File: src/rtl/bfs_pkg.sv
// shared constants and types of the button function selector
package bfs_pkg;

    // -----------------------------------------------------------------
    // timing
    // -----------------------------------------------------------------
    localparam int CLK_NS = 20;
    localparam int TICK_NS = 1_000_000;
    localparam int TICK_CYC = TICK_NS / CLK_NS;
    localparam int LONG_MS = 3000;
    localparam int ENTRY_MS = 1000;
    localparam int SEL_TO_MS = 10_000;
    localparam int FLASH_MS = 250;
    localparam int FLASH_PHASES = 4;
    localparam int BOOT_MS = 3000;
    localparam int DEB_MS = 10;
    localparam int MSW = 14;

    // -----------------------------------------------------------------
    // temperature limits, degrees C
    // -----------------------------------------------------------------
    localparam logic [7:0] PWR_LIMIT_C = 8'h2d;
    localparam logic [7:0] CTL_LIMIT_C = 8'h3c;

    // -----------------------------------------------------------------
    // register map and resets
    // -----------------------------------------------------------------
    localparam logic [3:0] CTRL_OFS = 4'h0;
    localparam logic [3:0] TEMP_OFS = 4'h4;
    localparam logic [3:0] STAT_OFS = 4'h8;
    localparam logic [3:0] IP_OFS = 4'hc;
    localparam int CTRL_FAN_BIT = 0;
    localparam int IP_AUTO_BIT = 0;
    localparam int TEMP_CTL_POS = 8;
    localparam logic FAN_RST = 1'b1;
    localparam logic IP_RST = 1'b0;
    localparam logic [1:0] RESP_OKAY = 2'b00;
    localparam logic [1:0] RESP_SLVERR = 2'b10;

    // -----------------------------------------------------------------
    // types
    // -----------------------------------------------------------------
    typedef struct packed {
        logic level;
        logic rise;
        logic fall;
    } bfs_btn_s;

    typedef struct packed {
        logic green;
        logic red;
    } bfs_led_s;

    typedef enum logic [2:0] {
        ST_BOOT  = 3'b000,
        ST_IDLE  = 3'b001,
        ST_ENTRY = 3'b010,
        ST_SEL   = 3'b011,
        ST_FLASH = 3'b100,
        ST_EXEC  = 3'b101
    } bfs_state_e;

endpackage : bfs_pkg

File: src/rtl/bfs_selector.sv
// operating button, function menu, fan and ip override
// Functional notes
// - A 3 s hold in normal operation pulses a save-configuration request.
// - A press shorter than 3 s in normal operation opens function selection.
// - Opening selection lights both LEDs for 1 s, then green only.
// - Selection always opens on function 1, fan deactivation.
// - Each further short press while selecting moves to the next function.
// - Function 1 shows green on red off, function 2 green off red on.
// - A 3 s hold while selecting flashes both LEDs twice, then executes.
// - After execution the LEDs return to the normal display and selection ends.
// - With no press for 10 s while selecting, selection ends with no action.
// - Function 1 clears the fan enable setting, function 2 pulses fault acknowledge.
// - A button held from power-up through the 3 s start phase forces automatic IP.
// - An inactive fan is turned on when power temp exceeds 45 C or control temp 60 C.
// - The button may switch the fan off only once until the next restart.
`timescale 1ns/1ps
module bfs_selector
    import bfs_pkg::*;
#(
    parameter int TICK_CYCLES = TICK_CYC,
    parameter int NUM_FUNC = 2
) (
    // clock and reset
    input wire logic mclk,
    input wire logic rst,
    // operator panel
    input wire logic operating_button,
    input bfs_led_s normal_leds,
    output bfs_led_s leds,
    // device actions
    output logic save_cfg,
    output logic fault_ack,
    output logic fan_enable_setting,
    output logic ip_auto,
    // axi4-lite write
    input wire logic [3:0] s_axi_awaddr,
    input wire logic s_axi_awvalid,
    output logic s_axi_awready,
    input wire logic [31:0] s_axi_wdata,
    input wire logic [3:0] s_axi_wstrb,
    input wire logic s_axi_wvalid,
    output logic s_axi_wready,
    output logic [1:0] s_axi_bresp,
    output logic s_axi_bvalid,
    input wire logic s_axi_bready,
    // axi4-lite read
    input wire logic [3:0] s_axi_araddr,
    input wire logic s_axi_arvalid,
    output logic s_axi_arready,
    output logic [31:0] s_axi_rdata,
    output logic [1:0] s_axi_rresp,
    output logic s_axi_rvalid,
    input wire logic s_axi_rready
);

    initial begin
        if (TICK_CYCLES < 1 || NUM_FUNC != 2) begin
            $error("bfs_selector: unsupported parameters");
        end
    end

    // -----------------------------------------------------------------
    // millisecond tick
    // -----------------------------------------------------------------
    logic [31:0] div_r;
    logic tick;

    assign tick = div_r == 32'(TICK_CYCLES - 1);

    always_ff @(posedge mclk) begin
        if (rst || tick) begin
            div_r <= '0;
        end else begin
            div_r <= div_r + 32'h0000_0001;
        end
    end

    // -----------------------------------------------------------------
    // button and press timing
    // -----------------------------------------------------------------
    bfs_btn_s btn;
    logic [MSW-1:0] press_ms_r;
    logic long_done_r;
    logic long_hit;
    logic short_press;

    bfs_debounce #(
        .STABLE_MS(DEB_MS)
    ) u_deb (
        .mclk(mclk),
        .rst(rst),
        .tick(tick),
        .raw(operating_button),
        .btn(btn)
    );

    assign long_hit = btn.level && !long_done_r && tick
                      && press_ms_r == MSW'(LONG_MS - 1);
    assign short_press = btn.fall && !long_done_r;

    always_ff @(posedge mclk) begin
        if (rst || !btn.level) begin
            press_ms_r <= '0;
        end else if (tick && !long_done_r) begin
            press_ms_r <= press_ms_r + 1'b1;
        end
    end

    always_ff @(posedge mclk) begin
        if (rst || btn.fall) begin
            long_done_r <= 1'b0;
        end else if (long_hit || (state_r == ST_BOOT && btn.level)) begin
            // a press held from start-up is spent: no save, no short press
            long_done_r <= 1'b1;
        end
    end

    // -----------------------------------------------------------------
    // state machine
    // -----------------------------------------------------------------
    bfs_state_e state_r;
    bfs_state_e state_nxt;
    logic [MSW-1:0] st_ms_r;
    logic [2:0] phase_r;
    logic func_r;
    logic func_nxt;
    logic boot_held_r;
    logic ip_ovr_r;
    logic restart_t;
    logic boot_end;
    logic entry_end;
    logic sel_to;
    logic flash_step;

    assign boot_end = tick && st_ms_r == MSW'(BOOT_MS - 1);
    assign entry_end = tick && st_ms_r == MSW'(ENTRY_MS - 1);
    assign sel_to = tick && st_ms_r == MSW'(SEL_TO_MS - 1);
    assign flash_step = state_r == ST_FLASH && tick && st_ms_r == MSW'(FLASH_MS - 1);
    // entry runs on into select, so the timeout counts from entry
    assign restart_t = (state_nxt != state_r && state_nxt != ST_SEL) || short_press
                       || flash_step;

    always_comb begin
        state_nxt = state_r;
        func_nxt = func_r;
        unique case (state_r)
            ST_BOOT: begin
                if (boot_end) begin
                    state_nxt = ST_IDLE;
                end
            end
            ST_IDLE: begin
                if (short_press) begin
                    state_nxt = ST_ENTRY;
                    func_nxt = 1'b0;
                end
            end
            ST_ENTRY, ST_SEL: begin
                if (long_hit) begin
                    state_nxt = ST_FLASH;
                end else if (short_press) begin
                    state_nxt = ST_SEL;
                    func_nxt = !func_r;
                end else if (state_r == ST_ENTRY && entry_end) begin
                    state_nxt = ST_SEL;
                end else if (sel_to) begin
                    state_nxt = ST_IDLE;
                end
            end
            ST_FLASH: begin
                if (flash_step && phase_r == 3'(FLASH_PHASES - 1)) begin
                    state_nxt = ST_EXEC;
                end
            end
            ST_EXEC: begin
                state_nxt = ST_IDLE;
            end
            default: begin
                state_nxt = ST_IDLE;
            end
        endcase
    end

    always_ff @(posedge mclk) begin
        if (rst) begin
            state_r <= ST_BOOT;
            func_r <= 1'b0;
        end else begin
            state_r <= state_nxt;
            func_r <= func_nxt;
        end
    end

    // timer: restarts on state change other than into select, on short press or flash step
    always_ff @(posedge mclk) begin
        if (rst || restart_t) begin
            st_ms_r <= '0;
        end else if (tick) begin
            st_ms_r <= st_ms_r + 1'b1;
        end
    end

    always_ff @(posedge mclk) begin
        if (rst || state_r != ST_FLASH) begin
            phase_r <= '0;
        end else if (flash_step) begin
            phase_r <= phase_r + 3'h1;
        end
    end

    always_ff @(posedge mclk) begin
        if (rst) begin
            boot_held_r <= 1'b1;
            ip_ovr_r <= 1'b0;
        end else if (state_r == ST_BOOT) begin
            // grace while the debouncer settles after reset
            boot_held_r <= boot_held_r && (btn.level || st_ms_r < MSW'(2 * DEB_MS));
            if (boot_end && boot_held_r && btn.level) begin
                ip_ovr_r <= 1'b1;
            end
        end
    end

    // -----------------------------------------------------------------
    // fan and actions
    // -----------------------------------------------------------------
    logic fan_r;
    logic deact_used_r;
    logic exec_fan;
    logic hot;
    logic sw_fan_wr;
    logic [7:0] pwr_temp_r;
    logic [7:0] ctl_temp_r;
    logic ip_set_r;

    assign exec_fan = state_r == ST_EXEC && !func_r && !deact_used_r;
    assign hot = pwr_temp_r > PWR_LIMIT_C || ctl_temp_r > CTL_LIMIT_C;

    always_ff @(posedge mclk) begin
        if (rst) begin
            fan_r <= FAN_RST;
            deact_used_r <= 1'b0;
        end else begin
            // hardware turn-on wins over any clear
            if (hot && !fan_r) begin
                fan_r <= 1'b1;
            end else if (exec_fan) begin
                fan_r <= 1'b0;
            end else if (sw_fan_wr) begin
                fan_r <= wdata_r[CTRL_FAN_BIT];
            end
            if (exec_fan) begin
                deact_used_r <= 1'b1;
            end
        end
    end

    always_ff @(posedge mclk) begin
        if (rst) begin
            save_cfg <= 1'b0;
            fault_ack <= 1'b0;
        end else begin
            save_cfg <= long_hit && state_r == ST_IDLE;
            fault_ack <= state_r == ST_EXEC && func_r;
        end
    end

    assign fan_enable_setting = fan_r;
    assign ip_auto = ip_set_r || ip_ovr_r;

    // -----------------------------------------------------------------
    // leds
    // -----------------------------------------------------------------
    bfs_led_s led_nxt;

    always_comb begin
        led_nxt = normal_leds;
        unique case (state_r)
            ST_BOOT: led_nxt = '{green: 1'b1, red: 1'b1};
            ST_ENTRY: led_nxt = '{green: 1'b1, red: 1'b1};
            ST_SEL: led_nxt = '{green: !func_r, red: func_r};
            ST_FLASH: led_nxt = '{green: !phase_r[0], red: !phase_r[0]};
            default: led_nxt = normal_leds;
        endcase
    end

    always_ff @(posedge mclk) begin
        if (rst) begin
            leds <= '0;
        end else begin
            leds <= led_nxt;
        end
    end

    // -----------------------------------------------------------------
    // axi4-lite slave
    // -----------------------------------------------------------------
    logic aw_got_r;
    logic w_got_r;
    logic [3:0] awaddr_r;
    logic [31:0] wdata_r;
    logic [3:0] wstrb_r;
    logic do_wr;
    logic wr_map;
    logic rd_map;
    logic [31:0] rd_word;
    logic [31:0] stat_word;
    logic [3:0] waddr;

    assign s_axi_awready = !aw_got_r && !s_axi_bvalid;
    assign s_axi_wready = !w_got_r && !s_axi_bvalid;
    assign do_wr = aw_got_r && w_got_r && !s_axi_bvalid;
    assign waddr = awaddr_r;
    assign wr_map = waddr == CTRL_OFS || waddr == TEMP_OFS
                    || waddr == IP_OFS || waddr == STAT_OFS;
    assign sw_fan_wr = do_wr && waddr == CTRL_OFS && wstrb_r[0];
    assign stat_word = {22'h00_0000, ip_ovr_r, deact_used_r, btn.level,
                        func_r, phase_r[1:0], state_r, 1'b0};
    assign rd_map = s_axi_araddr == CTRL_OFS || s_axi_araddr == TEMP_OFS
                    || s_axi_araddr == STAT_OFS || s_axi_araddr == IP_OFS;
    assign rd_word = s_axi_araddr == CTRL_OFS ? {31'h0000_0000, fan_r}
                   : s_axi_araddr == TEMP_OFS ? {16'h0000, ctl_temp_r, pwr_temp_r}
                   : s_axi_araddr == STAT_OFS ? stat_word
                   : s_axi_araddr == IP_OFS ? {31'h0000_0000, ip_set_r}
                   : 32'h0000_0000;

    always_ff @(posedge mclk) begin
        if (rst) begin
            aw_got_r <= 1'b0;
            w_got_r <= 1'b0;
            awaddr_r <= '0;
            wdata_r <= '0;
            wstrb_r <= '0;
            s_axi_bvalid <= 1'b0;
            s_axi_bresp <= RESP_OKAY;
        end else begin
            if (s_axi_awvalid && s_axi_awready) begin
                aw_got_r <= 1'b1;
                awaddr_r <= {s_axi_awaddr[3:2], 2'b00};
            end
            if (s_axi_wvalid && s_axi_wready) begin
                w_got_r <= 1'b1;
                wdata_r <= s_axi_wdata;
                wstrb_r <= s_axi_wstrb;
            end
            if (do_wr) begin
                s_axi_bvalid <= 1'b1;
                s_axi_bresp <= wr_map ? RESP_OKAY : RESP_SLVERR;
                aw_got_r <= 1'b0;
                w_got_r <= 1'b0;
            end else if (s_axi_bready) begin
                s_axi_bvalid <= 1'b0;
            end
        end
    end

    always_ff @(posedge mclk) begin
        if (rst) begin
            pwr_temp_r <= '0;
            ctl_temp_r <= '0;
            ip_set_r <= IP_RST;
        end else if (do_wr) begin
            if (waddr == TEMP_OFS && wstrb_r[0]) begin
                pwr_temp_r <= wdata_r[7:0];
            end
            if (waddr == TEMP_OFS && wstrb_r[1]) begin
                ctl_temp_r <= wdata_r[TEMP_CTL_POS +: 8];
            end
            if (waddr == IP_OFS && wstrb_r[0]) begin
                ip_set_r <= wdata_r[IP_AUTO_BIT];
            end
        end
    end

    assign s_axi_arready = !s_axi_rvalid;

    always_ff @(posedge mclk) begin
        if (rst) begin
            s_axi_rvalid <= 1'b0;
            s_axi_rdata <= '0;
            s_axi_rresp <= RESP_OKAY;
        end else if (s_axi_arvalid && s_axi_arready) begin
            s_axi_rvalid <= 1'b1;
            s_axi_rdata <= rd_word;
            s_axi_rresp <= rd_map ? RESP_OKAY : RESP_SLVERR;
        end else if (s_axi_rready) begin
            s_axi_rvalid <= 1'b0;
        end
    end

endmodule : bfs_selector

File: src/rtl/bfs_debounce.sv
// button synchroniser and debouncer
`timescale 1ns/1ps
module bfs_debounce
    import bfs_pkg::*;
#(
    parameter int STABLE_MS = DEB_MS
) (
    // clock and reset
    input wire logic mclk,
    input wire logic rst,
    // time base
    input wire logic tick,
    // button
    input wire logic raw,
    output bfs_btn_s btn
);

    initial begin
        if (STABLE_MS < 1 || STABLE_MS >= (1 << MSW)) begin
            $error("bfs_debounce: STABLE_MS out of range");
        end
    end

    logic s1_r;
    logic s2_r;
    logic lvl_r;
    logic [MSW-1:0] cnt_r;
    logic [MSW-1:0] cnt_nxt;
    logic differs;
    logic settle;

    assign differs = s2_r != lvl_r;
    assign settle = differs && tick && (cnt_r == MSW'(STABLE_MS - 1));
    assign cnt_nxt = !differs ? '0 : (tick ? cnt_r + 1'b1 : cnt_r);

    // -----------------------------------------------------------------
    // sync then debounce
    // -----------------------------------------------------------------
    always_ff @(posedge mclk) begin
        if (rst) begin
            s1_r <= 1'b0;
            s2_r <= 1'b0;
            lvl_r <= 1'b0;
            cnt_r <= '0;
            btn <= '0;
        end else begin
            s1_r <= raw;
            s2_r <= s1_r;
            cnt_r <= settle ? '0 : cnt_nxt;
            if (settle) begin
                lvl_r <= s2_r;
            end
            btn.level <= settle ? s2_r : lvl_r;
            btn.rise <= settle && s2_r;
            btn.fall <= settle && !s2_r;
        end
    end

endmodule : bfs_debounce

File: config.mk
export PLATFORM = sky130hd
export DESIGN_NAME = bfs_selector
export DESIGN_NICKNAME = d
export VERILOG_FILES = /design/src/rtl/bfs_pkg.sv /design/src/rtl/bfs_selector.sv /design/src/rtl/bfs_debounce.sv
export SDC_FILE = /design/constraint.sdc
export NUM_CORES = 1
export LEC_CHECK = 0
export ABC_AREA = 1
export BUFFER_PORTS_ARGS = -buffer_cell sky130_fd_sc_hd__clkbuf_2
export CORE_ASPECT_RATIO = 0.9
export CORE_MARGIN = 1
export CORE_UTILIZATION = 30
export DETAILED_ROUTE_END_ITERATION = 8
export PLACE_DENSITY = 0.51
export SYNTH_ARGS = -nofsm -noshare
export SYNTH_HDL_FRONTEND = slang
export SYNTH_HIERARCHICAL = 1
export SYNTH_SLANG_ARGS = --single-unit
File: constraint.sdc
create_clock -name mclk -period 2.7 [get_ports mclk]
set_clock_uncertainty 0.05 [all_clocks]
set_input_delay 0.54 -clock mclk [delete_from_list [all_inputs] [get_ports mclk]]
set_output_delay 0.54 -clock mclk [all_outputs]
set_load 0.01 [all_outputs]
==> Word-level counts from Yosys, hierarchy flattened <==
Index checks and enable logic that the tools add are counted.
W data, S select, Z words.
{ "word_totals": {"in_bits": 54, "elab_cells": 175, "reg_bits": 171, "output_inout_bits": 47} }
{ "op_classes": {"n_mux": 25, "bitwise": 1, "order_cmp": 3, "eq_ne": 26, "reduce_logical": 82, "add_sub_neg": 5} }
{ "op_table": {"columns": ["op", "n"], "rows": [
  ["$add A14 B1 Y14 const B", 3],
  ["$logic_and A1 B1 Y1", 37],
  ["$add A32 B1 Y32 const B", 1],
  ["$eq A32 B16 Y1 const B", 1],
  ["$mux W16", 2],
  ["$eq A14 B12 Y1 const B", 2],
  ["$mux W3", 7],
  ["$logic_or A1 B1 Y1", 17],
  ["$gt A8 B6 Y1 const B", 2],
  ["$eq A14 B10 Y1 const B", 1],
  ["$eq A14 B14 Y1 const B", 1],
  ["$eq A14 B4 Y1 const B", 1],
  ["$eq A14 B8 Y1 const B", 1],
  ["$lt A14 B5 Y1 const B", 1],
  ["$pmux W3 S4", 1],
  ["$logic_not A1 Y1", 11],
  ["$mux W1", 10],
  ["$mux W10", 1],
  ["$eq A3 B2 Y1 const B", 3],
  ["$eq A4 B4 Y1 const B", 2],
  ["$logic_not A4 Y1", 2],
  ["$reduce_and A2 Y1", 4],
  ["$reduce_bool A2 Y1", 4],
  ["$reduce_or A2 Y1", 4],
  ["other kinds (18)", 23]
]} }

==> Longest topological paths before layout <==
Gate-level depths: netlist of the first run.
{ "logic_depth": {"ltp_word": 12, "depth_mapped": 17, "depth_no_buf": 16} }

==> By module <==
The synthesis of the first run kept the hierarchy.
{ "by_module_without_submodules": {"columns": ["mod", "n_inst", "seq_area_each_um2", "cells_per_inst", "area_each_um2"], "rows": [
  ["bfs_selector", 1, 2702.6, 910, 6600.1],
  ["bfs_debounce", 1, 380.4, 138, 983.4]
]} }

==> Worst setup path before layout of the first run <==
Ideal clock, no wire load.
{ "synth_timing": {"kind": "register to register", "start": "register div_r[0]", "end": "register st_ms_r[10]", "setup_time_ns": 0.112, "stages_incl_launch_ff": 16, "t_arrival_ns": 1.838, "path_slack_ns": 0.700, "n_path_buf": 1, "path_cell_list": "dfxtp_1 > ha_1 > nand3_2 > nor2_2 > nand2_4 > nor2_8 > nand3_4 > nand2_2 > inv_2 > nand2_4 > nand3_1 > nand4_2 > nand2_2 > nand2_4 > buf_12 > nor2_4"} }
{ "synth_via": {"elab_chain_len": 12, "elab_cells_between_ends": 23, "classes_between": "3 x eq/ne; 7 x mux; 13 x reduce/logical"} }
{ "synth_rtl": {"columns": ["element", "line", "source"], "rows": [
  ["start, declared", "bfs_selector.sv:65", "logic [31:0] div_r;"],
  ["start signal, assigned", "bfs_selector.sv:74", "div_r <= div_r + 32'h0000_0001;"],
  ["$eq A32 B16 Y1 (*)", "bfs_selector.sv:68", "assign tick = div_r == 32'(TICK_CYCLES - 1);"],
  ["via tick", "bfs_selector.sv:66", "logic tick;"],
  ["$logic_and A1 B1 Y1 (on tied branches)", "bfs_selector.sv:137, bfs_selector.sv:136", null],
  ["$mux W3 / $logic_and A1 B1 Y1 (equally long branches)", "bfs_selector.sv:166, bfs_selector.sv:164", null],
  ["$mux W3", "bfs_selector.sv:164", "end else if (state_r == ST_ENTRY && entry_end) begin"],
  ["$mux W3", "bfs_selector.sv:161", "end else if (short_press) begin"],
  ["$mux W3", "bfs_selector.sv:159", "if (long_hit) begin"],
  ["$pmux W3 S4", "bfs_selector.sv:146", "unique case (state_r)"],
  ["$ne A3 B3 Y1 / $ne A3 B2 Y1 (equally long branches)", "bfs_selector.sv:140", "assign restart_t = (state_nxt != state_r && state_nxt != ST_SEL) || short_press"],
  ["$logic_and A1 B1 Y1", "bfs_selector.sv:140", null],
  ["$logic_or A1 B1 Y1", "bfs_selector.sv:140", null],
  ["$logic_or A1 B1 Y1", "bfs_selector.sv:141", "|| flash_step;"],
  ["$logic_or A1 B1 Y1", "bfs_selector.sv:196", "if (rst || restart_t) begin"],
  ["end signal, assigned", "bfs_selector.sv:199", "st_ms_r <= st_ms_r + 1'b1;"],
  ["end, declared", "bfs_selector.sv:123", "logic [MSW-1:0] st_ms_r;"]
]} }
The timed path passes the listed nets; every way through them passes the cells marked *.
A chain may end at the register's enable or synchronous reset.

==> Final worst setup path of the first run <==
{ "layout_timing": {"start": "register div_r[0]", "end": "register div_r[28]"} }
{ "layout_via": {"elab_chain_len": 2, "elab_cells_between_ends": 3, "classes_between": "1 x add/sub; 1 x eq/ne; 1 x reduce/logical"} }
{ "layout_rtl": {"columns": ["element"], "rows": [
  ["branches (longest 2 deep; another with $add A32 B1 Y32)"]
]} }
Several ways; the timed one is not identified.

==> results.txt, run 1 <==
Min Tclk post-route - 2.33 ns
Endpoints failing hold - 0
WL/cell - 11.5 microns
ANT cells - 0
CP arrival - 2.64 ns
RSZ-0062 raised after global routing - false
GRT Total Usage - 0.141
Ratio of final minimum period to clock period - 0.862
Layout cells sized above 1 - 0.168
CP delay by family, top - simple AND/OR/NAND/NOR gates
Hold path depth - 3
CTS tree - yes
Met3 GRT Util - 0.0353
Via count - 6496
Final hold slack - 0.283 ns
Worst min-delay path startpoint - normal_leds[1]
Post-Route Utilization - 0.359
Syn_area_per_cell - 7.23 sq um
DIE WIDTH - 169 microns
DRT Pass-1 Iters - 5
Pwr Density - 571 mW/mm^2
Port Buf Inserts - 62
Placer Congestion - 0.820
GRT met2 Usage - 0.218
P_leak - 3.26 nW
Critical path type - reg -> reg
Tot Pwr - 5.02 mW
FF-to-FF setup slack - 0.37 ns
Total congestion overflow - 0
Syn Inst Count - 1046
H-tree depth - 4
Crit path required time - 3.01 ns
Slowest CP cell - dfxtp_1
Worst skew pair latency - 0.44 ns
Maximum vdd drop - 0.378 mV
Largest net degree at the start of global routing - 49
Number of global-route vias before repair - 6072
Reg2Reg Capture Point - div_r[28]
Max Freq - 430 MHz
Outcome - completed
Total CTS buffers - 17
Bufs and invs on worst path - 1
WHS Endpoint - leds[1]
Synth Cell Area - 0.00756 sq mm
Final Max Tran Viols - 0
Hold-fix buffers, CTS - 0
YS warnings - 6
CTS resizes - 0
Layout Nets - 1177
Worst-Margin Slew - 0.700 ns
Die area - 0.0258 sq mm
Initial core utilization - 0.309
CTS sink cnt - 153
Ports - 101
Vias per cell - 4.44
CP endpoint kind - flip-flop
Placed cells - 1432
Final HPWL DP - 12500 microns
Busiest grt layer - met2
Remaining routing DRC violations - 0
Syn-to-layout area delta - 16.3%
Antenna violations before repair - 0
Launching point of the worst reg2reg path - div_r[0]
Setup Viol. Count Final - 0
Post-route insts no fill - 1464
Setup TNS - 0 ns
Drt total wl - 16800 microns
Setup Fix Bufs, Post-CTS - 0
Global-route wire length before repair - 29400 microns
1st-iter DRT viols - 346
Standard-cell rows - 54
Critical Path Max Stage Delay - 0.35 ns
Worst hold path type - in -> reg
Crit Path Max Fanout - 4
Relative slew slack - 0.533
Core ar. - 0.0245 sq mm
FF-to-FF path depth - 11
Startpoint Class - flip-flop
Clk slew on worst S/H paths - 0.07 ns
Clock Tree Buf Depth - 2
Max-Cap Viols - 0
Crit path cell chain - ha_1 -> nand2_1 -> inv_1 -> nand3_1 -> nor3_2 -> nand4_1 -> nor3_2 -> nand4_1 -> nor2_1 -> nand2_1 -> a21oi_1
Root Driver - clkbuf_16
Antenna-violating nets left - 0
Met1 Usage GRT - 0.193
Die Ht - 153 microns
==> worst register-to-register path, stage by stage, from the launching register on <==
cell and delay, ns:
dfxtp_1 0.35, ha_1 0.21, nand2_1 0.07, inv_1 0.09, nand3_1 0.14, nor3_2 0.26
nand4_1 0.21, nor3_2 0.29, nand4_1 0.25, nor2_1 0.16, nand2_1 0.06, a21oi_1 0.14
==> per-layer routing <==
| layer | routed length (microns) | vias up | share of wire |
|---|---|---|---|
| met5 | 0 | - | 0 |
| met2 | 7280 | 84 | 0.43 |
| met1 | 8850 | 2921 | 0.53 |
| met4 | 184 | 0 | 0.011 |
| met3 | 528 | 14 | 0.031 |
| li1 | - | 3477 | - |
==> worst max-delay path by stage <==
stage / startpoint / end / slack (ns) / depth (start not counted)
3_5_place_dp: div_r[0] / st_ms_r[1] / 0.35 / 12
6_report: div_r[0] / div_r[28] / 0.37 / 11
5_1_grt: div_r[0] / div_r[28] / 0.03 / 10
2_1_floorplan: div_r[0] / st_ms_r[10] / 0.70 / 15
3_3_place_gp: div_r[0] / st_ms_r[2] / 0.36 / 12
4_1_cts: div_r[0] / div_r[28] / 0.34 / 10
==> area by class of cell <==
| cell class | count | area (sq um) |
|---|---|---|
| Clock buffer | 18 | 439 |
| Clock inverter | 14 | 174 |
| Fill cell | 2670 | 15700 |
| Inverter | 139 | 522 |
| Multi-Input combinational cell | 731 | 3780 |
| Sequential cell | 153 | 3060 |
| Tap cell | 336 | 420 |
| Timing Repair Buffer | 73 | 393 |
==> through the flow <==
step	worst slack, ns	instance area (sq um)
after floorplan	0.700	7620
after global placement	0.359	8180
after detailed placement	0.352	8180
after CTS	0.344	8790
after global routing	0.0345	8790
final	0.374	8790
==> registers in the layout, summed over array words and instances (netlist names), 2 cells and up <==
| signal | flops |
|---|---|
| leds | 2 |
| wdata_r | 16 |
| pwr_temp_r | 8 |
| press_ms_r | 14 |
| u_deb/cnt_r | 14 |
| s_axi_rdata | 16 |
| st_ms_r | 14 |
| wstrb_r | 2 |
| ctl_temp_r | 8 |
| phase_r | 3 |
| state_r | 3 |
| u_deb/btn | 2 |
| awaddr_r | 2 |
| div_r | 32 |
==> power breakdown <==
part / switching [mW] / total (mW) / internal [mW]
registers: 0.0268 / 2.33 / 2.31
logic: 0.148 / 0.225 / 0.0771
clock network: 1.11 / 2.46 / 1.35
==> placed cells by master (no fill, tap or decap), types with 16 or more instances in the layout <==
master / count
nor2_4: 18
dfxtp_1: 153
clkbuf_2: 62
nand2_1: 165
inv_1: 129
clkbuf_16: 17
nand3_1: 35
nor3_1: 27
o21ai_0: 70
a21oi_1: 72
nor2_1: 170
xor2_1: 16
conb_1: 18
nand4_1: 27
No activity file was read; power rests on OpenSTA's default activity.
==> inputs of run 2 (changes only) <==
--- a/config.mk
+++ b/config.mk
@@ -6,12 +6,14 @@
 export NUM_CORES = 1
 export LEC_CHECK = 0
 export ABC_AREA = 1
+export ABC_CLOCK_PERIOD_IN_PS = 2700
 export BUFFER_PORTS_ARGS = -buffer_cell sky130_fd_sc_hd__clkbuf_2
 export CORE_ASPECT_RATIO = 0.9
 export CORE_MARGIN = 1
 export CORE_UTILIZATION = 30
 export DETAILED_ROUTE_END_ITERATION = 8
 export PLACE_DENSITY = 0.51
+export RECOVER_POWER = 50
 export SYNTH_ARGS = -nofsm -noshare
 export SYNTH_HDL_FRONTEND = slang
 export SYNTH_HIERARCHICAL = 1
==> run 2 against run 1 <==
Wire length grew 0.46%. Non-clock buffer count is the same. Combinational power shrank 2%. First-iteration DRC count shrank 2.9%. Clock power is essentially flat. Final cell count is the same. Sequential power is essentially flat. Largest power group unchanged. Highest routed layer unchanged.
==> results.txt, run 2 (synthesis results as in run 1) <==
Maximum vdd drop - 0.377 mV
Crit Path Max Fanout - 14
GRT Total Usage - 0.141
Die area - 0.0258 sq mm
Cell Area, Placed - 0.00818 sq mm
Pwr Density - 574 mW/mm^2
Hold-fix buffers, CTS - 0
Post-route worst setup slack - 0.348 ns
Syn-to-layout area delta - 15.5%
Ratio of final minimum period to clock period - 0.871
Port Buf Inserts - 62
Total congestion overflow - 0
Min Tclk post-route - 2.35 ns
Max-Cap Viols - 0
Tot Pwr - 5.01 mW
FF-to-FF setup slack - 0.35 ns
CP endpoint kind - flip-flop
Remaining routing DRC violations - 0
DIE WIDTH - 169 microns
Crit path launch - div_r[0]
Placer Congestion - 0.820
Antenna-violating nets left - 0
Relative slew slack - 0.499
Final instance area - 0.00873 sq mm
Ports - 101
Worst hold path type - in -> reg
Busiest grt layer - met2
FF-to-FF path depth - 12
WL/cell - 11.6 microns
Antenna violations before repair - 0
Critical Path Sink - st_ms_r[1]
Worst skew pair latency - 0.44 ns
Root Driver - clkbuf_16
Vias per cell - 4.44
Setup Fix Bufs, Post-CTS - 0
Final HPWL DP - 12500 microns
Layout Nets - 1177
Pre-CTS worst setup slack - 0.352 ns
Drt total wl - 16900 microns
Clk slew on worst S/H paths - 0.07 ns
Layout cells sized above 1 - 0.137
RSZ-0062 raised after global routing - false
Largest net degree at the start of global routing - 49
Critical path type - reg -> reg
Met3 GRT Util - 0.0353
CTS tree - yes
H-tree depth - 4
Worst-Margin Slew - 0.752 ns
Post-Route Utilization - 0.357
Crit path required time - 2.97 ns
Largest registers - div_r x32, s_axi_rdata x16, wdata_r x16
DRT Pass-1 Iters - 4
Setup Viol. Count Final - 0
P_leak - 3.16 nW
Most flops, register - div_r
Placed cells - 1432
Launching point of the worst reg2reg path - div_r[0]
ANT cells - 0
Post-route insts no fill - 1464
Die Ht - 153 microns
Commonest non-fill, non-tap cell in the layout - nor2_1
Total CTS buffers - 17
Global-route wire length before repair - 29400 microns
Startpoint Class - flip-flop
GRT met2 Usage - 0.218
CTS sink cnt - 153
CP arrival - 2.62 ns
Reg2Reg Capture Point - st_ms_r[1]
Via count - 6499
Outcome - completed
Endpoints failing hold - 0
Number of global-route vias before repair - 6072
Fill cells - 2681
Final hold slack - 0.284 ns
Max Freq - 425 MHz
1st-iter DRT viols - 336
Core ar. - 0.0245 sq mm
Highest-count cells in the layout ignoring fill and taps - 173 x nor2_1, 165 x nand2_1, 153 x dfxtp_1, 129 x inv_1, 72 x a21oi_1
Max reg flops - 32
Setup TNS - 0 ns
Final Max Tran Viols - 0
Initial core utilization - 0.309
Met1 Usage GRT - 0.193
CTS resizes - 0
Standard-cell rows - 54
Clock Tree Buf Depth - 2
## run 2: cell types whose count changed in the layout (fill, tap and decap cells not counted), sizes merged
cell and delta:
buf -2, clkbuf +2, clkinv +1, inv -1
## run 2: worst min path at each step
stage	to	startpoint	depth (start not counted)
after detailed placement	long_done_r	u_deb/btn[0]	1
after CTS	leds[1]	normal_leds[1]	3
after global routing	leds[1]	normal_leds[1]	3
final	leds[1]	normal_leds[1]	3
after global placement	long_done_r	u_deb/btn[0]	1
after floorplan	u_deb/s2_r	u_deb/s1_r	2
## run 2: power breakdown
| group | switching (mW) | internal (mW) |
|---|---|---|
| Clock | 1.11 | 1.35 |
| Combinational | 0.148 | 0.0719 |
| Sequential | 0.0269 | 2.31 |
## run 2: metal layers
layer  vias up  part of all wire
met5         -                 0
met4         0             0.010
met3        13             0.032
met2        91              0.43
met1      2922              0.53
li1       3473                 -
## run 2: cell type report
class | instances | area [sq um] | share of cell area
timing repair buffer | 73 | 349 | 0.0400
sequential | 153 | 3060 | 0.351
inverter | 139 | 522 | 0.0597
multi-input combinational | 731 | 3770 | 0.431
clock inverter | 14 | 174 | 0.0199
clock buffer | 18 | 439 | 0.0503
tap | 336 | 420 | 0.0481
## run 2: critical path, cell delays in order, from the launching register on
cell and delay [ns]:
dfxtp_1 0.35, ha_1 0.21, nand3_2 0.12, nor2_1 0.24, nand4_1 0.20, nor2_1 0.22
nand3_1 0.16, o21ai_0 0.12, inv_1 0.07, nand4_2 0.09, nand2_2 0.06, nand2_4 0.28
nor2_1 0.07
==> inputs of run 3 (changes only) <==
--- a/config.mk
+++ b/config.mk
@@ -10,9 +10,9 @@
 export BUFFER_PORTS_ARGS = -buffer_cell sky130_fd_sc_hd__clkbuf_2
 export CORE_ASPECT_RATIO = 0.9
 export CORE_MARGIN = 1
-export CORE_UTILIZATION = 30
+export CORE_UTILIZATION = 55
 export DETAILED_ROUTE_END_ITERATION = 8
-export PLACE_DENSITY = 0.51
+export PLACE_DENSITY = 0.81
 export RECOVER_POWER = 50
 export SYNTH_ARGS = -nofsm -noshare
 export SYNTH_HDL_FRONTEND = slang
==> run 3 against run 2 <==
The flow now finishes with violations (design-rule violations). Count of clock-buffer cells in the layout is the same. Non-clock buffer count shrank 4. Final area shrank 3.3%. Global-route usage grew 9.0 points.
==> results.txt, run 3 (synthesis results as in run 1) <==
Outcome - finished with violations
Failing checks - design-rule violations
Clk slew on worst S/H paths - 0.06 ns
ANT cells - 0
Internal power - 3.59 mW
Total CTS buffers - 17
CP endpoint kind - flip-flop
Placed cells - 1260
Layout cells sized above 1 - 0.133
Ratio of final minimum period to clock period - 0.855
Critical Path Sink - wdata_r[4]
Max-Cap Viols - 0
Worst hold path type - in -> reg
Antenna-violating nets left - 0
Max Freq - 433 MHz
H-tree depth - 4
Placer Congestion - 0.849
P_leak - 3.12 nW
Post-route insts no fill - 1292
DIE WIDTH - 126 microns
Pre-CTS worst setup slack - 0.394 ns
FF-to-FF setup slack - 0.40 ns
Critical path type - in -> reg
Launching point of the worst reg2reg path - div_r[0]
Post-route worst setup slack - 0.392 ns
Die Ht - 113 microns
Startpoint Class - input pin
CTS resizes - 0
DRT Pass-1 Iters - 7
Setup TNS - 0 ns
Die area - 0.0142 sq mm
Clock share of power - 0.468
Via count - 6606
Total congestion overflow - 0
Reg2Reg Capture Point - st_ms_r[2]
Number of global-route vias before repair - 5879
Final HPWL DP - 11100 microns
Setup Fix Bufs, Post-CTS - 0
Net Sw Frac - 0.252
Vias per cell - 5.11
Switching power - 1.21 mW
Initial core utilization - 0.566
Relative slew slack - 0.287
Min Tclk post-route - 2.31 ns
Antenna violations before repair - 0
Ports - 101
Largest registers - div_r x32, s_axi_rdata x16, wdata_r x16
Seq pwr share - 0.486
Final Max Tran Viols - 0
Clock Tree Buf Depth - 2
Hold-fix buffers, CTS - 0
Endpoints failing hold - 0
Drt total wl - 15400 microns
Combinational Power Share - 0.046
Highest-count cells in the layout ignoring fill and taps - 171 x nor2_1, 165 x nand2_1, 153 x dfxtp_1, 129 x inv_1, 72 x a21oi_1
Worst-Margin Slew - 1.07 ns
1st-iter DRT viols - 561
Pwr Density - 568 mW/mm^2
Worst skew pair latency - 0.44 ns
Setup Viol. Count Final - 0
Global-route wire length before repair - 26700 microns
Standard-cell rows - 40
Max reg flops - 32
Port Buf Inserts - 62
Layout Nets - 1173
FF-to-FF path depth - 12
Crit Path Max Fanout - 40
Root Driver - clkbuf_16
Syn-to-layout area delta - 11.7%
Crit path required time - 3.01 ns
Crit path launch - rst
Cell Area, Placed - 0.00795 sq mm
Maximum vdd drop - 0.437 mV
GRT Total Usage - 0.230
CTS sink cnt - 153
CTS tree - yes
Final instance area - 0.00845 sq mm
CP arrival - 2.62 ns
Commonest non-fill, non-tap cell in the layout - nor2_1
Remaining routing DRC violations - 4
Core ar. - 0.0134 sq mm
WL/cell - 11.9 microns
RSZ-0062 raised after global routing - false
Largest net degree at the start of global routing - 41
Most flops, register - div_r
==> run 3: power by group through the flow <==
stage / logic, mW / clock network (mW) / registers, mW
after global routing: 0.252 / 2.39 / 2.34
after global placement: 0.221 / 0 / 2.38
final: 0.219 / 2.25 / 2.33
after CTS: 0.227 / 2.28 / 2.33
after floorplan: 0.167 / 0 / 2.38
after detailed placement: 0.225 / 0 / 2.38
==> run 3: worst min path at each step <==
stage                     depth (start not counted)         end              from  slack (ns)
after floorplan                                   2  u_deb/s2_r        u_deb/s1_r        0.34
final                                             3  u_deb/s1_r  operating_button        0.25
after global placement                            2  u_deb/s2_r        u_deb/s1_r        0.34
after global routing                              3  u_deb/s1_r  operating_button        0.25
after CTS                                         3  u_deb/s1_r  operating_button        0.24
after detailed placement                          2  u_deb/s2_r        u_deb/s1_r        0.34
==> run 3: per-stage QoR <==
step | hold slack, ns | power [mW] | utilization
floorplan | 0.338 | 2.55 | -
global placement | 0.343 | 2.60 | 0.595
detailed placement | 0.342 | 2.61 | 0.595
CTS | 0.243 | 4.84 | 0.636
global route | 0.255 | 4.98 | 0.632
finish | 0.254 | 4.80 | 0.632
==> run 3: routing by layer <==
layer | vias up | GRT usage | wire length, microns
met2 | 161 | 0.361 | 6860
met1 | 2934 | 0.306 | 7540
met3 | 27 | 0.0582 | 752
met4 | 0 | 0.0854 | 236
li1 | 3484 | - | -
met5 | - | 0 | 0
==> run 3: cell type report <==
class / count / area, sq um
fillers: 1195 / 4920
multi-input cells: 731 / 3780
flip-flops and latches: 153 / 3060
inverters: 139 / 522
clock buffers: 18 / 429
repair buffers: 69 / 323
well taps: 168 / 210
clock inverters: 14 / 124
==> run 3: critical path, stage by stage <==
cell	delay, ns
clkbuf_1	0.23
inv_1	0.37
dlymetal6s4s_1	0.95
o21ai_0	0.32
nor2_1	0.20
